<file path="config.mk">
export PLATFORM = sky130hd
export DESIGN_NAME = supply_supervisor_sequencer
export DESIGN_NICKNAME = d
export VERILOG_FILES = /design/src/supply_supervisor_pkg.sv /design/src/level_sync.sv /design/src/regulator_mode_sel.sv /design/src/supply_supervisor_sequencer.sv
export SDC_FILE = /design/constraint.sdc
export NUM_CORES = 1
export LEC_CHECK = 0
export ABC_AREA = 1
export BUFFER_PORTS_ARGS = -buffer_cell sky130_fd_sc_hd__clkbuf_2
export CORE_ASPECT_RATIO = 2
export CORE_UTILIZATION = 35
export DETAILED_ROUTE_END_ITERATION = 7
export GPL_TIMING_DRIVEN = 0
export PLACE_DENSITY_LB_ADDON = 0.2
export SETUP_SLACK_MARGIN = 0.15
export SLEW_MARGIN = 30
export SYNTH_ARGS = -nofsm -noshare
export SYNTH_HDL_FRONTEND = slang
export SYNTH_SLANG_ARGS = --single-unit
</file>
<file path="constraint.sdc">
create_clock -name clk_sys_i -period 1.7 [get_ports clk_sys_i]
set_input_delay 0.34 -clock clk_sys_i [delete_from_list [all_inputs] [get_ports clk_sys_i]]
set_output_delay 0.34 -clock clk_sys_i [all_outputs]
set_load 0.005 [all_outputs]
</file>
<file path="src/supply_supervisor_pkg.sv">
package supply_supervisor_pkg;
    // Power mode encoding from the power controller
    localparam logic [2:0] PMODE_RUN = 3'h0;
    localparam logic [2:0] PMODE_SLEEP = 3'h1;
    localparam logic [2:0] PMODE_LP_RUN = 3'h2;
    localparam logic [2:0] PMODE_LP_SLEEP = 3'h3;
    localparam logic [2:0] PMODE_STOP = 3'h4;
    localparam logic [2:0] PMODE_STANDBY = 3'h5;
    // Regulator mode encoding
    localparam logic [1:0] REG_MAIN = 2'h0;
    localparam logic [1:0] REG_LOW_POWER = 2'h1;
    localparam logic [1:0] REG_POWER_DOWN = 2'h2;
    // Threshold selections
    localparam int BROWNOUT_LEVELS = 5;
    localparam int DETECTOR_LEVELS = 7;
    localparam logic [2:0] BROWNOUT_SEL_RESET = 3'h0;
    localparam logic [2:0] DETECTOR_SEL_MAX = 3'h6;
    // Start-up delays in microseconds and the clock rate
    localparam int CLK_KHZ = 20000;
    localparam int STARTUP_BOR_US = 3300;
    localparam int STARTUP_NOBOR_US = 1000;
    localparam int STARTUP_BOR_CYCLES = STARTUP_BOR_US * CLK_KHZ / 1000;
    localparam int STARTUP_NOBOR_CYCLES = STARTUP_NOBOR_US * CLK_KHZ / 1000;
    localparam int STARTUP_CNT_W = 17;
    // Option byte load length in cycles
    localparam logic [3:0] OPT_LOAD_CYCLES = 4'h8;
endpackage : supply_supervisor_pkg

</file>
<file path="src/level_sync.sv">
`timescale 1ns/1ns
`default_nettype none
module level_sync (
    input wire logic clk_sys_i, // System clock
    input wire logic rst_n_i, // Active low reset
    input wire logic async_i, // Asynchronous level
    output logic sync_o // Synchronised level
);
    logic meta_reg;
    // Two stage synchroniser; the first stage feeds only the second
    always_ff @(posedge clk_sys_i or negedge rst_n_i) begin
        if (!rst_n_i) begin
            meta_reg <= 1'b0;
            sync_o <= 1'b0;
        end else begin
            meta_reg <= async_i;
            sync_o <= meta_reg;
        end
    end
endmodule : level_sync
`default_nettype wire

</file>
<file path="src/regulator_mode_sel.sv">
`timescale 1ns/1ns
`default_nettype none
module regulator_mode_sel (
    input wire logic clk_sys_i, // System clock
    input wire logic rst_n_i, // Active low reset
    input wire logic [2:0] power_mode_i, // Device power mode
    input wire logic vref_auto_off_i, // Reference off in Stop option
    output logic [1:0] regulator_mode_o, // Regulator mode
    output logic regulator_hiz_o, // Regulator output high impedance
    output logic vref_enable_o, // Internal reference enable
    output logic core_retain_lost_o // Core registers and RAM lost
);
    // Regulator mode follows power mode, registered to avoid glitches
    always_ff @(posedge clk_sys_i or negedge rst_n_i) begin
        if (!rst_n_i) begin
            regulator_mode_o <= supply_supervisor_pkg::REG_MAIN;
            regulator_hiz_o <= 1'b0;
            core_retain_lost_o <= 1'b0;
        end else begin
            case (power_mode_i)
                supply_supervisor_pkg::PMODE_RUN,
                supply_supervisor_pkg::PMODE_SLEEP: begin
                    regulator_mode_o <= supply_supervisor_pkg::REG_MAIN;
                    regulator_hiz_o <= 1'b0;
                    core_retain_lost_o <= 1'b0;
                end
                supply_supervisor_pkg::PMODE_STANDBY: begin
                    regulator_mode_o <= supply_supervisor_pkg::REG_POWER_DOWN;
                    regulator_hiz_o <= 1'b1;
                    core_retain_lost_o <= 1'b1;
                end
                default: begin
                    regulator_mode_o <= supply_supervisor_pkg::REG_LOW_POWER;
                    regulator_hiz_o <= 1'b0;
                    core_retain_lost_o <= 1'b0;
                end
            endcase
        end
    end

    // Reference may be dropped in Stop to save current
    always_ff @(posedge clk_sys_i or negedge rst_n_i) begin
        if (!rst_n_i) begin
            vref_enable_o <= 1'b1;
        end else begin
            vref_enable_o <= !(vref_auto_off_i
                && power_mode_i == supply_supervisor_pkg::PMODE_STOP);
        end
    end
endmodule : regulator_mode_sel
`default_nettype wire

</file>
<file path="src/supply_supervisor_sequencer.sv">
`timescale 1ns/1ns
`default_nettype none
module supply_supervisor_sequencer (
    input wire logic clk_sys_i, // Always-on clock
    input wire logic resetn_i, // Power-on reset, active low
    input wire logic por_ok_i, // Supply above power-on/down level
    input wire logic bor_start_ok_i, // Supply above 1.8 V start level
    input wire logic [4:0] bor_cmp_i, // Supply above each brownout level
    input wire logic bor_active_at_por_i, // Brownout version strap
    input wire logic opt_valid_i, // Option bytes read back
    input wire logic opt_bor_disable_i, // Option: brownout off permanently
    input wire logic [2:0] opt_bor_level_i, // Option: brownout level select
    input wire logic detector_enable_i, // Software enables detector
    input wire logic [2:0] detector_threshold_i, // Software detector level
    input wire logic detector_cmp_i, // Detector comparator, high when above
    input wire logic detector_irq_fall_en_i, // Interrupt on falling crossing
    input wire logic detector_irq_rise_en_i, // Interrupt on rising crossing
    input wire logic detector_flag_clr_i, // Clear detector flag pulse
    input wire logic [2:0] power_mode_i, // Device power mode
    input wire logic vref_auto_off_i, // Reference off in Stop option
    output logic chip_reset_n_o, // Internal reset, active low
    output logic opt_load_o, // Option byte load in progress
    output logic brownout_enabled_o, // Brownout detection in force
    output logic [2:0] brownout_level_o, // Active brownout level
    output logic detector_on_o, // Detector comparator powered
    output logic [2:0] detector_threshold_o, // Level sent to detector
    output logic detector_flag_o, // Sticky detector event
    output logic detector_irq_o, // Detector interrupt
    output logic [1:0] regulator_mode_o, // Regulator mode
    output logic regulator_hiz_o, // Regulator high impedance
    output logic vref_enable_o, // Internal reference enable
    output logic core_retain_lost_o // Core state lost in Standby
);
    typedef enum logic [3:0] {
        ST_OFF = 4'h1,
        ST_LOAD = 4'h2,
        ST_DELAY = 4'h4,
        ST_RUN = 4'h8
    } seq_state_t;

    logic rst_meta_reg;
    logic rst_n;
    seq_state_t state_reg;
    logic [3:0] load_cnt_reg;
    logic [16:0] delay_cnt_reg;
    logic [16:0] delay_target;
    logic bor_en_reg;
    logic [2:0] bor_level_reg;
    logic bor_selected_ok;
    logic supply_ok;
    logic start_ok;
    logic det_sync;
    logic det_prev_reg;
    logic det_event;

    // Reset release through two flops
    always_ff @(posedge clk_sys_i or negedge resetn_i) begin
        if (!resetn_i) begin
            rst_meta_reg <= 1'b0;
            rst_n <= 1'b0;
        end else begin
            rst_meta_reg <= 1'b1;
            rst_n <= rst_meta_reg;
        end
    end

    // Out-of-range selections clamp to the top brownout level
    assign bor_selected_ok = (bor_level_reg < 3'(supply_supervisor_pkg::BROWNOUT_LEVELS))
        ? bor_cmp_i[bor_level_reg] : bor_cmp_i[4];

    // Brownout version needs 1.8 V; without it the power-on level suffices
    assign start_ok = bor_active_at_por_i ? (por_ok_i && bor_start_ok_i) : por_ok_i;
    assign supply_ok = por_ok_i && (!bor_en_reg || bor_selected_ok);

    // Delay length depends on whether brownout is enabled
    assign delay_target = bor_en_reg
        ? 17'(supply_supervisor_pkg::STARTUP_BOR_CYCLES - 1)
        : 17'(supply_supervisor_pkg::STARTUP_NOBOR_CYCLES - 1);

    // Power-up sequencer; a supply drop sends it back to reset, though loading watches only the power-on level
    always_ff @(posedge clk_sys_i or negedge rst_n) begin
        if (!rst_n) begin
            state_reg <= ST_OFF;
            load_cnt_reg <= 4'h0;
            delay_cnt_reg <= 17'h00000;
        end else begin
            case (state_reg)
                ST_OFF: begin
                    load_cnt_reg <= 4'h0;
                    if (start_ok) begin
                        state_reg <= ST_LOAD;
                    end
                end
                ST_LOAD: begin
                    if (!por_ok_i) begin
                        state_reg <= ST_OFF;
                    end else if (opt_valid_i
                        && load_cnt_reg >= supply_supervisor_pkg::OPT_LOAD_CYCLES) begin
                        state_reg <= ST_DELAY;
                        delay_cnt_reg <= 17'h00000;
                    end else if (load_cnt_reg < supply_supervisor_pkg::OPT_LOAD_CYCLES) begin
                        load_cnt_reg <= load_cnt_reg + 4'h1;
                    end
                end
                ST_DELAY: begin
                    if (!supply_ok) begin
                        state_reg <= ST_OFF;
                    end else if (delay_cnt_reg >= delay_target) begin
                        state_reg <= ST_RUN;
                    end else begin
                        delay_cnt_reg <= delay_cnt_reg + 17'h00001;
                    end
                end
                ST_RUN: begin
                    if (!supply_ok) begin
                        state_reg <= ST_OFF;
                    end
                end
                default: begin
                    state_reg <= ST_OFF;
                end
            endcase
        end
    end

    // Brownout setup: strap default, then option bytes confirm or change it
    always_ff @(posedge clk_sys_i or negedge rst_n) begin
        if (!rst_n) begin
            bor_en_reg <= 1'b0;
            bor_level_reg <= supply_supervisor_pkg::BROWNOUT_SEL_RESET;
        end else if (state_reg == ST_OFF) begin
            bor_en_reg <= bor_active_at_por_i;
            bor_level_reg <= supply_supervisor_pkg::BROWNOUT_SEL_RESET;
        end else if (state_reg == ST_LOAD && opt_valid_i) begin
            bor_en_reg <= !opt_bor_disable_i;
            bor_level_reg <= opt_bor_level_i;
        end
    end

    // Internal reset held until sequencer reaches run
    always_ff @(posedge clk_sys_i or negedge rst_n) begin
        if (!rst_n) begin
            chip_reset_n_o <= 1'b0;
            opt_load_o <= 1'b0;
            brownout_enabled_o <= 1'b0;
            brownout_level_o <= supply_supervisor_pkg::BROWNOUT_SEL_RESET;
        end else begin
            chip_reset_n_o <= (state_reg == ST_RUN) && supply_ok;
            opt_load_o <= (state_reg == ST_LOAD);
            brownout_enabled_o <= bor_en_reg;
            brownout_level_o <= bor_level_reg;
        end
    end

    // Detector config; level clamped to the seven legal values
    always_ff @(posedge clk_sys_i or negedge rst_n) begin
        if (!rst_n) begin
            detector_on_o <= 1'b0;
            detector_threshold_o <= 3'h0;
        end else begin
            detector_on_o <= detector_enable_i && chip_reset_n_o;
            detector_threshold_o <= (detector_threshold_i > supply_supervisor_pkg::DETECTOR_SEL_MAX)
                ? supply_supervisor_pkg::DETECTOR_SEL_MAX : detector_threshold_i;
        end
    end

    // Comparator is asynchronous to our clock
    level_sync u_det_sync (
        .clk_sys_i(clk_sys_i),
        .rst_n_i(rst_n),
        .async_i(detector_cmp_i),
        .sync_o(det_sync)
    );

    // Edge history is primed while off so enabling does not fake a crossing
    always_ff @(posedge clk_sys_i or negedge rst_n) begin
        if (!rst_n) begin
            det_prev_reg <= 1'b0;
        end else begin
            det_prev_reg <= det_sync;
        end
    end

    assign det_event = detector_on_o && ((detector_irq_fall_en_i && det_prev_reg && !det_sync)
        || (detector_irq_rise_en_i && !det_prev_reg && det_sync));

    // Sticky flag; a new event wins over a clear in the same cycle
    always_ff @(posedge clk_sys_i or negedge rst_n) begin
        if (!rst_n) begin
            detector_flag_o <= 1'b0;
        end else if (det_event) begin
            detector_flag_o <= 1'b1;
        end else if (detector_flag_clr_i) begin
            detector_flag_o <= 1'b0;
        end
    end

    assign detector_irq_o = detector_flag_o;

    regulator_mode_sel u_reg_sel (
        .clk_sys_i(clk_sys_i),
        .rst_n_i(rst_n),
        .power_mode_i(power_mode_i),
        .vref_auto_off_i(vref_auto_off_i),
        .regulator_mode_o(regulator_mode_o),
        .regulator_hiz_o(regulator_hiz_o),
        .vref_enable_o(vref_enable_o),
        .core_retain_lost_o(core_retain_lost_o)
    );
endmodule : supply_supervisor_sequencer
`default_nettype wire

</file>
After elaboration in Yosys (flattened, before gate mapping)
Cells that the tools add are included.

Memory bits (writable): 0. Bits in read-only memories: 0. Latch bits: 0. Input port bits: 27. Logic and storage cells: 103. Memories: 0. Bits in registers: 49.

Shifts and indexed selects: 0. Mux-type cells: 30. Reduce and logical (&&, ||, !) cells: 28. $mul: 0. $lt $le $gt $ge: 6. Bitwise operators: 0. Add/subtract/negate cells: 2. Equal/unequal tests: 17. Div/mod/pow operators: 0.

Operator list (number): 17-bit two-way mux (5); 4-bit two-way mux (9); 17-bit one-hot mux with 2 select lines (1); 17-bit by 1-bit adder with 17-bit output, second input constant (1); 17-bit greater-or-equal comparator (1); 2-bit != test, second input constant (8); 4-bit one-hot mux with 4 select lines (1); 1-bit logical AND (12); 3-bit two-way mux (3); 1-bit two-way mux (8); 4-bit one-hot mux with 2 select lines (1); 4-bit AND reduction (2); 2-bit nonzero test (4); 3-bit == test, second input constant (2); 3-bit != test, second input constant (2); 1-bit zero test (5); 5-bit AND reduction (1); 4-bit by 1-bit adder with 4-bit output, second input constant (1); 4-bit by 1-bit == test with 1-bit output, second input constant (1); 4-bit by 2-bit == test with 1-bit output, second input constant (1); 4-bit by 3-bit == test with 1-bit output, second input constant (1); 4-bit == test, second input constant (1); 4-bit greater-or-equal comparator, second input constant (1); 3-bit by 4-bit < comparator with 1-bit output, second input constant (1); 9 further kinds (10).

Longest topological paths before layout
Gate-level depths: netlist of the first run.

Depth after elaboration: 7. Gate-level depth with buffers: 15. Gate-level depth less buffers: 14.

Hierarchy
Synthesis of the first run repeated with hierarchy kept, for this count alone.

Cell total of the unflattened synthesis: 341. Area, all modules: 2651.3 um2.

By module, submodules not included: supply_supervisor_sequencer (area an instance 2476.1 um2, cells an instance 326, instances 1); regulator_mode_sel (area an instance 125.1 um2, cells an instance 13, instances 1); level_sync (area an instance 50.0 um2, cells an instance 2, instances 1).

Worst setup path after synthesis of the first run
OpenSTA, ideal clock, no wires.

Path kind: register to register. Start point: reg bor_en_reg. End point: reg delay_cnt_reg[9]. Arrival time: 1836 ps. Buffers on the path: 1. Stages on the path, launching flop included: 15. Path slack: -252 ps. Required time: 1583 ps. Path through: dfrtp_1 -> inv_1 -> ha_1 -> nand2_1 -> inv_1 -> nand2_1 -> nor2_1 -> nand2_1 -> nor2_1 -> nor2_2 -> nand2_4 -> nand2_4 -> buf_2 -> nand3_1 -> nand2_1.

Word-level cells in the longest chain between the ends: 5. Elaborated cells between the ends (all ways): 8. Classes of those cells: order compare (1); eq/ne (2); mux (1); reduce/logical (4).

Ends and longest elaborated chain: start, declared (RTL line supply_supervisor_sequencer.sv:47) `logic bor_en_reg;`; start signal, assigned (RTL line supply_supervisor_sequencer.sv:132) `bor_en_reg <= bor_active_at_por_i;`; start signal, assigned (RTL line supply_supervisor_sequencer.sv:135) `bor_en_reg <= !opt_bor_disable_i;`; branches (longest 4 deep; another with 17-bit greater-or-equal comparator); 5-bit AND reduction (no source line) (*); end signal, assigned (RTL line supply_supervisor_sequencer.sv:111) `delay_cnt_reg <= delay_cnt_reg + 17'h00001;`; end, declared (RTL line supply_supervisor_sequencer.sv:45) `logic [16:0] delay_cnt_reg;`.

Mark *: on every way between the ends. A chain may end at the register's enable or synchronous reset.

Worst setup path after layout of the first run
Start point: reg bor_en_reg. End point: reg delay_cnt_reg[2].

Same word-level chain as after synthesis.

==> results of run 1 <==
==> power groups by stage <==
stage	clock network, W	logic [W]	registers, W
2_1_floorplan	0	0.000888	0.00146
3_3_place_gp	0	0.00121	0.00148
3_5_place_dp	0	0.00124	0.00149
4_1_cts	0.00106	0.00141	0.00147
5_1_grt	0.00109	0.00180	0.00150
6_report	0.00103	0.00160	0.00148
==> cells in the final DEF (no fill, tap or decap), drive strengths merged, types with 2 or more instances in the layout <==
cell type  count
buf           15
xor2           8
clkinv         2
nand2        106
xnor2          2
o21ai         10
a21oi          9
nor3b          2
dfrtp         46
nor2          41
nand4          5
nand3         36
inv           44
nor3          11
dfstp          2
clkbuf        53
ha            12
==> cell families (layout without fill, tap and decap cells) <==
logic type,after synthesis,after routing
simple gates,201,201
buf+inv,53,115
flops,48,48
compound gates,26,26
fa+ha+maj,12,12
xor+xnor,10,10
other cells,1,1
==> worst max path at each step <==
stage | startpoint | end | cells past startpoint
2_1_floorplan | bor_en_reg | delay_cnt_reg[13] | 15
3_3_place_gp | rst_n | bor_en_reg | 0
4_1_cts | bor_en_reg | delay_cnt_reg[16] | 15
5_1_grt | bor_en_reg | delay_cnt_reg[2] | 15
3_5_place_dp | bor_en_reg | delay_cnt_reg[16] | 15
6_report | bor_en_reg | delay_cnt_reg[2] | 15
==> layout make-up <==
class	instances	area, um^2
plain buffers	9	71.3
clock buffers	6	139
clock inverters	2	13.8
fillers	779	3980
inverters	44	173
multi-input cells	250	1490
flip-flops and latches	48	1210
well taps	94	118
repair buffers	54	350
==> routing by layer <==
layer,wire length (um),part of all wire (%)
met5,0,0
met1,2320,35
met4,218,3.3
met2,3940,59
met3,156,2.4
==> stage by stage <==
stage | hold WS, ps | total power (W)
finish | 155 | 0.00411
global route | 153 | 0.00439
CTS | 150 | 0.00394
detailed placement | 128 | 0.00273
global placement | 126 | 0.00270
floorplan | 44.4 | 0.00235
==> repair_timing <==
| item | in CTS | in global routing |
|---|---|---|
| hold buffers | 1 | 0 |
| gates resized for setup | 16 | 30 |
| pin swaps | 6 | 14 |
| endpoints found under the setup margin | 25 | 26 |
| cloned | 1 | 1 |
| hold endpoints to repair | 2 | 0 |
| setup buffers | 5 | 3 |
==> results.toml, run 1 <==
[global_route]
met2_usage_pct = 33.7
grt_pass1_wl_um = 10800
top_usage_layer = "met2"
antenna_found_initial = 0
met1_usage_pct = 17.2
overflow = 0
grt_use_total_pct = 17.4
grt_pass1_vias = 2413
grt.met3_usage_pct = 1.62
grt_max_degree = 47

[power]
switchingPower_w = 0.00156
power_frac_clock_pct = 25.1
p_int_w = 0.00255
vdd_ir_drop_max_v = 0.000730
pwr-share-comb_pct = 39.0
powerDensity_mw_per_mm2 = 1150
p_sw_share_pct = 38.0
p_leak_nw = 1.75
share_seq_of_total_power_pct = 35.9

[timing]
rsz0062_at_grt = "yes"
hold_violations = 0
slew_headroom_pct = 60.1
slew_violations = 0
finalClockSkew_ps = 7.86
fmax_mhz = 477
fin_crit_sh_pct = 123
final.setup.tns_ps = -7540
min_period_ps = 2100
setup_viol = 21
worst_pin_slew_ps = 599
fin_ws_ps = -397

[finish]
final_util_pct = 47.2
antenna_cells = 0
synthToLayoutAreaGrowth_pct = 30.8
fin_cells = 507
fin_nets = 451
design_area_mm2 = 0.00356
drive_gt1_share_pct = 29.5
largest_reg_flops = 17

[yosys]
synth_top_family_by_area = "simple AND/OR/NAND/NOR gates"
syn-cell-area_mm2 = 0.00273
synth_area_leader_cell = "dfrtp_1"
synth_compound_area_share_pct = 5.42
synth_top_area_share_pct = 42.2
synthFlopType = "dfrtp_1"
yosysUniqueCellTypes = 34
avgSynthCellArea_um2 = 7.76
synthArstFlopShare_pct = 100
synth-seq-area-share_pct = 44.2
yosys.area_share.simple_pct = 33.4
synth_edf_count = 0
synth_commonest_cells = "102 x nand2_1, 46 x dfrtp_1, 41 x inv_1"
synth_xor_area_share_pct = 3.21
netlist_instances = 351
yosys_warnings = 0
ys_seq_elements = 48
synthAdderAreaFrac_pct = 5.51
synth_area_leaders = "dfrtp_1 42%, nand2_1 14%, nand3_1 6.4%"
yosys-mux-area-fraction_pct = 0
syn_nets = 390
synth_most_common_cell = "nand2_1"

[placed_design]
dp_cells = 488
numPortBuffers = 43
pre_cts_ws_ps = -421
postPlaceCellArea_mm2 = 0.00313
dp_hpwl_um = 4970
gp_congestion = 0.918

[critical_path]
r2r_end = "delay_cnt_reg[2]"
r2r_slack_ps = -400
crit_path_frequent_cell = "nand2_2"
critPathMaxStageDelay_ps = 470
crit_arrival_ps = 2280
crit_chain = "clkinv_4, ha_4, nand2_2, inv_2, nand2_2, nor2_4, nand2_2, nor2_2, nor2_2, nand2_4, nand2_8, nand2_8, clkbuf_16, nand2_1, nand2_1"
worstPathRequired_ps = 1880
path_buf_inv = 3
rr_startpoint = "bor_en_reg"
critPathLaunchType = "register"
r2r_cells = 15
path_class = "reg -> reg"
critPathTopFamily = "simple AND/OR/NAND/NOR gates"
end_kind = "register"
worstPathMaxFanout = 7
crit_slowest_cell = "dfrtp_2"

[die]
coreArea_mm2 = 0.00754
rows = 45
die_x_um = 64.4
fp.dieH_um = 127
ios = 44
start_util_pct = 36.1
die_area_mm2 = 0.00816

[routing]
avgRoutedWirePerCell_um = 13.1
dr_total_vias = 2443
routed_wl_um = 6640
drtPass1Iterations = 5
first_iter_violations = 116
drc_errors = 0
vias_per_cell = 4.82
postRouteAntennaNets = 0

[worst_hold_path]
hp-start = "detector_cmp_i"
min_path_cells = 1
worstHoldEndpoint = "u_det_sync.meta_reg"
hp-class = "in -> reg"

[cts]
cts_sinks = 48
clk_pin_slew_ps = 70
cts_tree = "built"
root_buffer = "clkbuf_16"
insertion_delay_ps = 290
ctsLongestPathBuffers = 2
ctsHtreeMaxLevel = 2
cts_buffers = 5

[run_status]
outcome = "complete, but fails checks"
violations = "negative setup slack"

[flow_run]
maxCapViolations = 0
Note: power is estimated with default switching activity, not from simulation.
==> run 2, diff against run 1 <==
==> constraint.sdc (replaced) <==
create_clock -name clk_sys_i -period 1.85 [get_ports clk_sys_i]
set_input_delay 0.37 -clock clk_sys_i [delete_from_list [all_inputs] [get_ports clk_sys_i]]
set_output_delay 0.37 -clock clk_sys_i [all_outputs]
set_load 0.005 [all_outputs]
==> run 2 against run 1 <==
  * The run still ends with negative setup slack left
  * First-iteration DRC count is 42% lower
  * Combinational power decreased by 18%
  * Sequential cell count unchanged
  * Final cell count down 0.20%
  * Via count is 1.3% higher
  * Largest cell class unchanged
  * Largest power group is now sequential cells
  * Highest routed layer unchanged
==> results.toml, run 2 (synthesized netlist as in run 1, its figures left out) <==
[critical_path]
end_kind = "register"
crit_slowest_cell = "dfrtp_2"
path_buf_inv = 2
crit_arrival_ps = 2200
worstPathMaxFanout = 10
crit_path_frequent_cell = "nand2_1"
critPathTopFamily = "simple AND/OR/NAND/NOR gates"
path_class = "reg -> reg"
worstPathRequired_ps = 2030
critPathLaunchType = "register"
critPathMaxStageDelay_ps = 480
crit_chain = "inv_6, ha_4, nand2_2, nor2_1, nor2_1, nand2_1, nand2_1, nand2_2, nor2_4, nand2_4, nand2_8, nand2_8, buf_8, nand2_1, nand2_1"

[worst_hold_path]
hp-class = "in -> reg"

[finish]
multiInputGateArea_mm2 = 0.00141
register_area_mm2 = 0.00121
antenna_cells = 0
fin_cells = 506
final_cell_mix = "95 x nand2_1, 44 x dfrtp_1, 43 x clkbuf_2"
fin_nets = 450
drive_gt1_share_pct = 25.0
final_common_cell = "nand2_1"
synthToLayoutAreaGrowth_pct = 27.7
fill_cells = 806
largest_reg_flops = 17

[timing]
worst_pin_slew_ps = 602
fin_ws_ps = -169
final.setup.tns_ps = -2970
hold_violations = 0
setup_viol = 21
rsz0062_at_grt = "yes"
finalClockSkew_ps = 8.96
fin_crit_sh_pct = 109
min_period_ps = 2020
slew_violations = 0
slew_headroom_pct = 59.8
fmax_mhz = 495

[placed_design]
gp_congestion = 0.923
dp_cells = 488
dp_hpwl_um = 4900
numPortBuffers = 43

[routing]
dr_total_vias = 2475
routed_wl_um = 6530
postRouteAntennaNets = 0
vias_per_cell = 4.89
drtPass1Iterations = 4
first_iter_violations = 67
drc_errors = 0
avgRoutedWirePerCell_um = 12.9

[die]
ios = 44
coreArea_mm2 = 0.00754
start_util_pct = 36.1
die_x_um = 64.4
fp.dieH_um = 127
die_area_mm2 = 0.00816
rows = 45

[global_route]
grt_use_total_pct = 18.0
overflow = 0
grt_pass1_vias = 2482
antenna_found_initial = 0
grt_max_degree = 47
grt_pass1_wl_um = 11200

[cts]
cts_sinks = 48
cts_tree = "built"
ctsHtreeMaxLevel = 2
cts_buffers = 5
root_buffer = "clkbuf_16"
insertion_delay_ps = 300
clk_pin_slew_ps = 60
ctsLongestPathBuffers = 2

[power]
powerDensity_mw_per_mm2 = 1070
finalPower_w = 0.00374
p_leak_nw = 1.73
vdd_ir_drop_max_v = 0.000733

[run_status]
outcome = "complete, but fails checks"
violations = "negative setup slack"

[flow_run]
maxCapViolations = 0
run 2: changes by cell type in the layout (fill, tap and decap cells not counted), sizes merged:
cell,change
bufinv,+1
clkbuf,-1
clkinv,-1
run 2: worst paths after layout:
| path | startpoint | to | slack, ps | depth (start not counted) |
|---|---|---|---|---|
| min | detector_cmp_i | u_det_sync.meta_reg | 180 | 1 |
| min reg2reg | rst_n | delay_cnt_reg[15] | 340 | 0 |
| max in group asynchronous | rst_n | bor_en_reg | 1070 | 0 |
| max | bor_en_reg | delay_cnt_reg[13] | -170 | 15 |
| max reg2reg | bor_en_reg | delay_cnt_reg[13] | -170 | 15 |
| min in group asynchronous | rst_n | delay_cnt_reg[15] | 340 | 0 |
run 2: metrics by stage:
step                utilization, %  hold WS [ps]  setup WS [ps]  cell area [um^2]
floorplan                        -          74.4           9.26              2800
global placement              41.5           156           -364              3130
detailed placement            41.5           157           -273              3130
CTS                           46.0           179           -177              3470
global route                  46.1           178           -303              3480
finish                        46.1           185           -169              3480
run 2: layout make-up:
class,count,share of cell area (%)
inverters,44,4.89
repair buffers,53,9.46
well taps,94,3.38
flip-flops and latches,48,34.7
clock inverters,2,1.11
clock buffers,6,3.99
plain buffers,9,2.05
multi-input cells,250,40.4
run 2: per-layer routing:
layer	wire length [um]	vias up	track usage, %
met3	144	20	2.43
met5	0	-	0
met2	3730	40	33.7
met4	308	0	12.0
li1	-	1231	-
met1	2350	1184	17.5
run 2: power by group:
group          total (W)  internal [W]  switching, W
combinational    0.00131      0.000511      0.000795
sequential       0.00134       0.00121      0.000136
clock            0.00109      0.000677      0.000408
run 2: repair_timing:
action                                 CTS  global route
setup buffers                            8             0
gates resized for setup                 15             5
hold buffers                             1             0
pin swaps                               11             0
endpoints found under the hold margin    2             0
setup endpoints to repair               21            22
cloned                                   1             0
run 2: worst reg2reg max path, cell delays in order, from the launching register on:
cell and delay [ps]:
dfrtp_2 480, inv_6 130, ha_4 210, nand2_2 100
nor2_1 50, nor2_1 90, nand2_1 60, nand2_1 80
nand2_2 60, nor2_4 120, nand2_4 90, nand2_8 120
nand2_8 80, buf_8 150, nand2_1 60, nand2_1 50
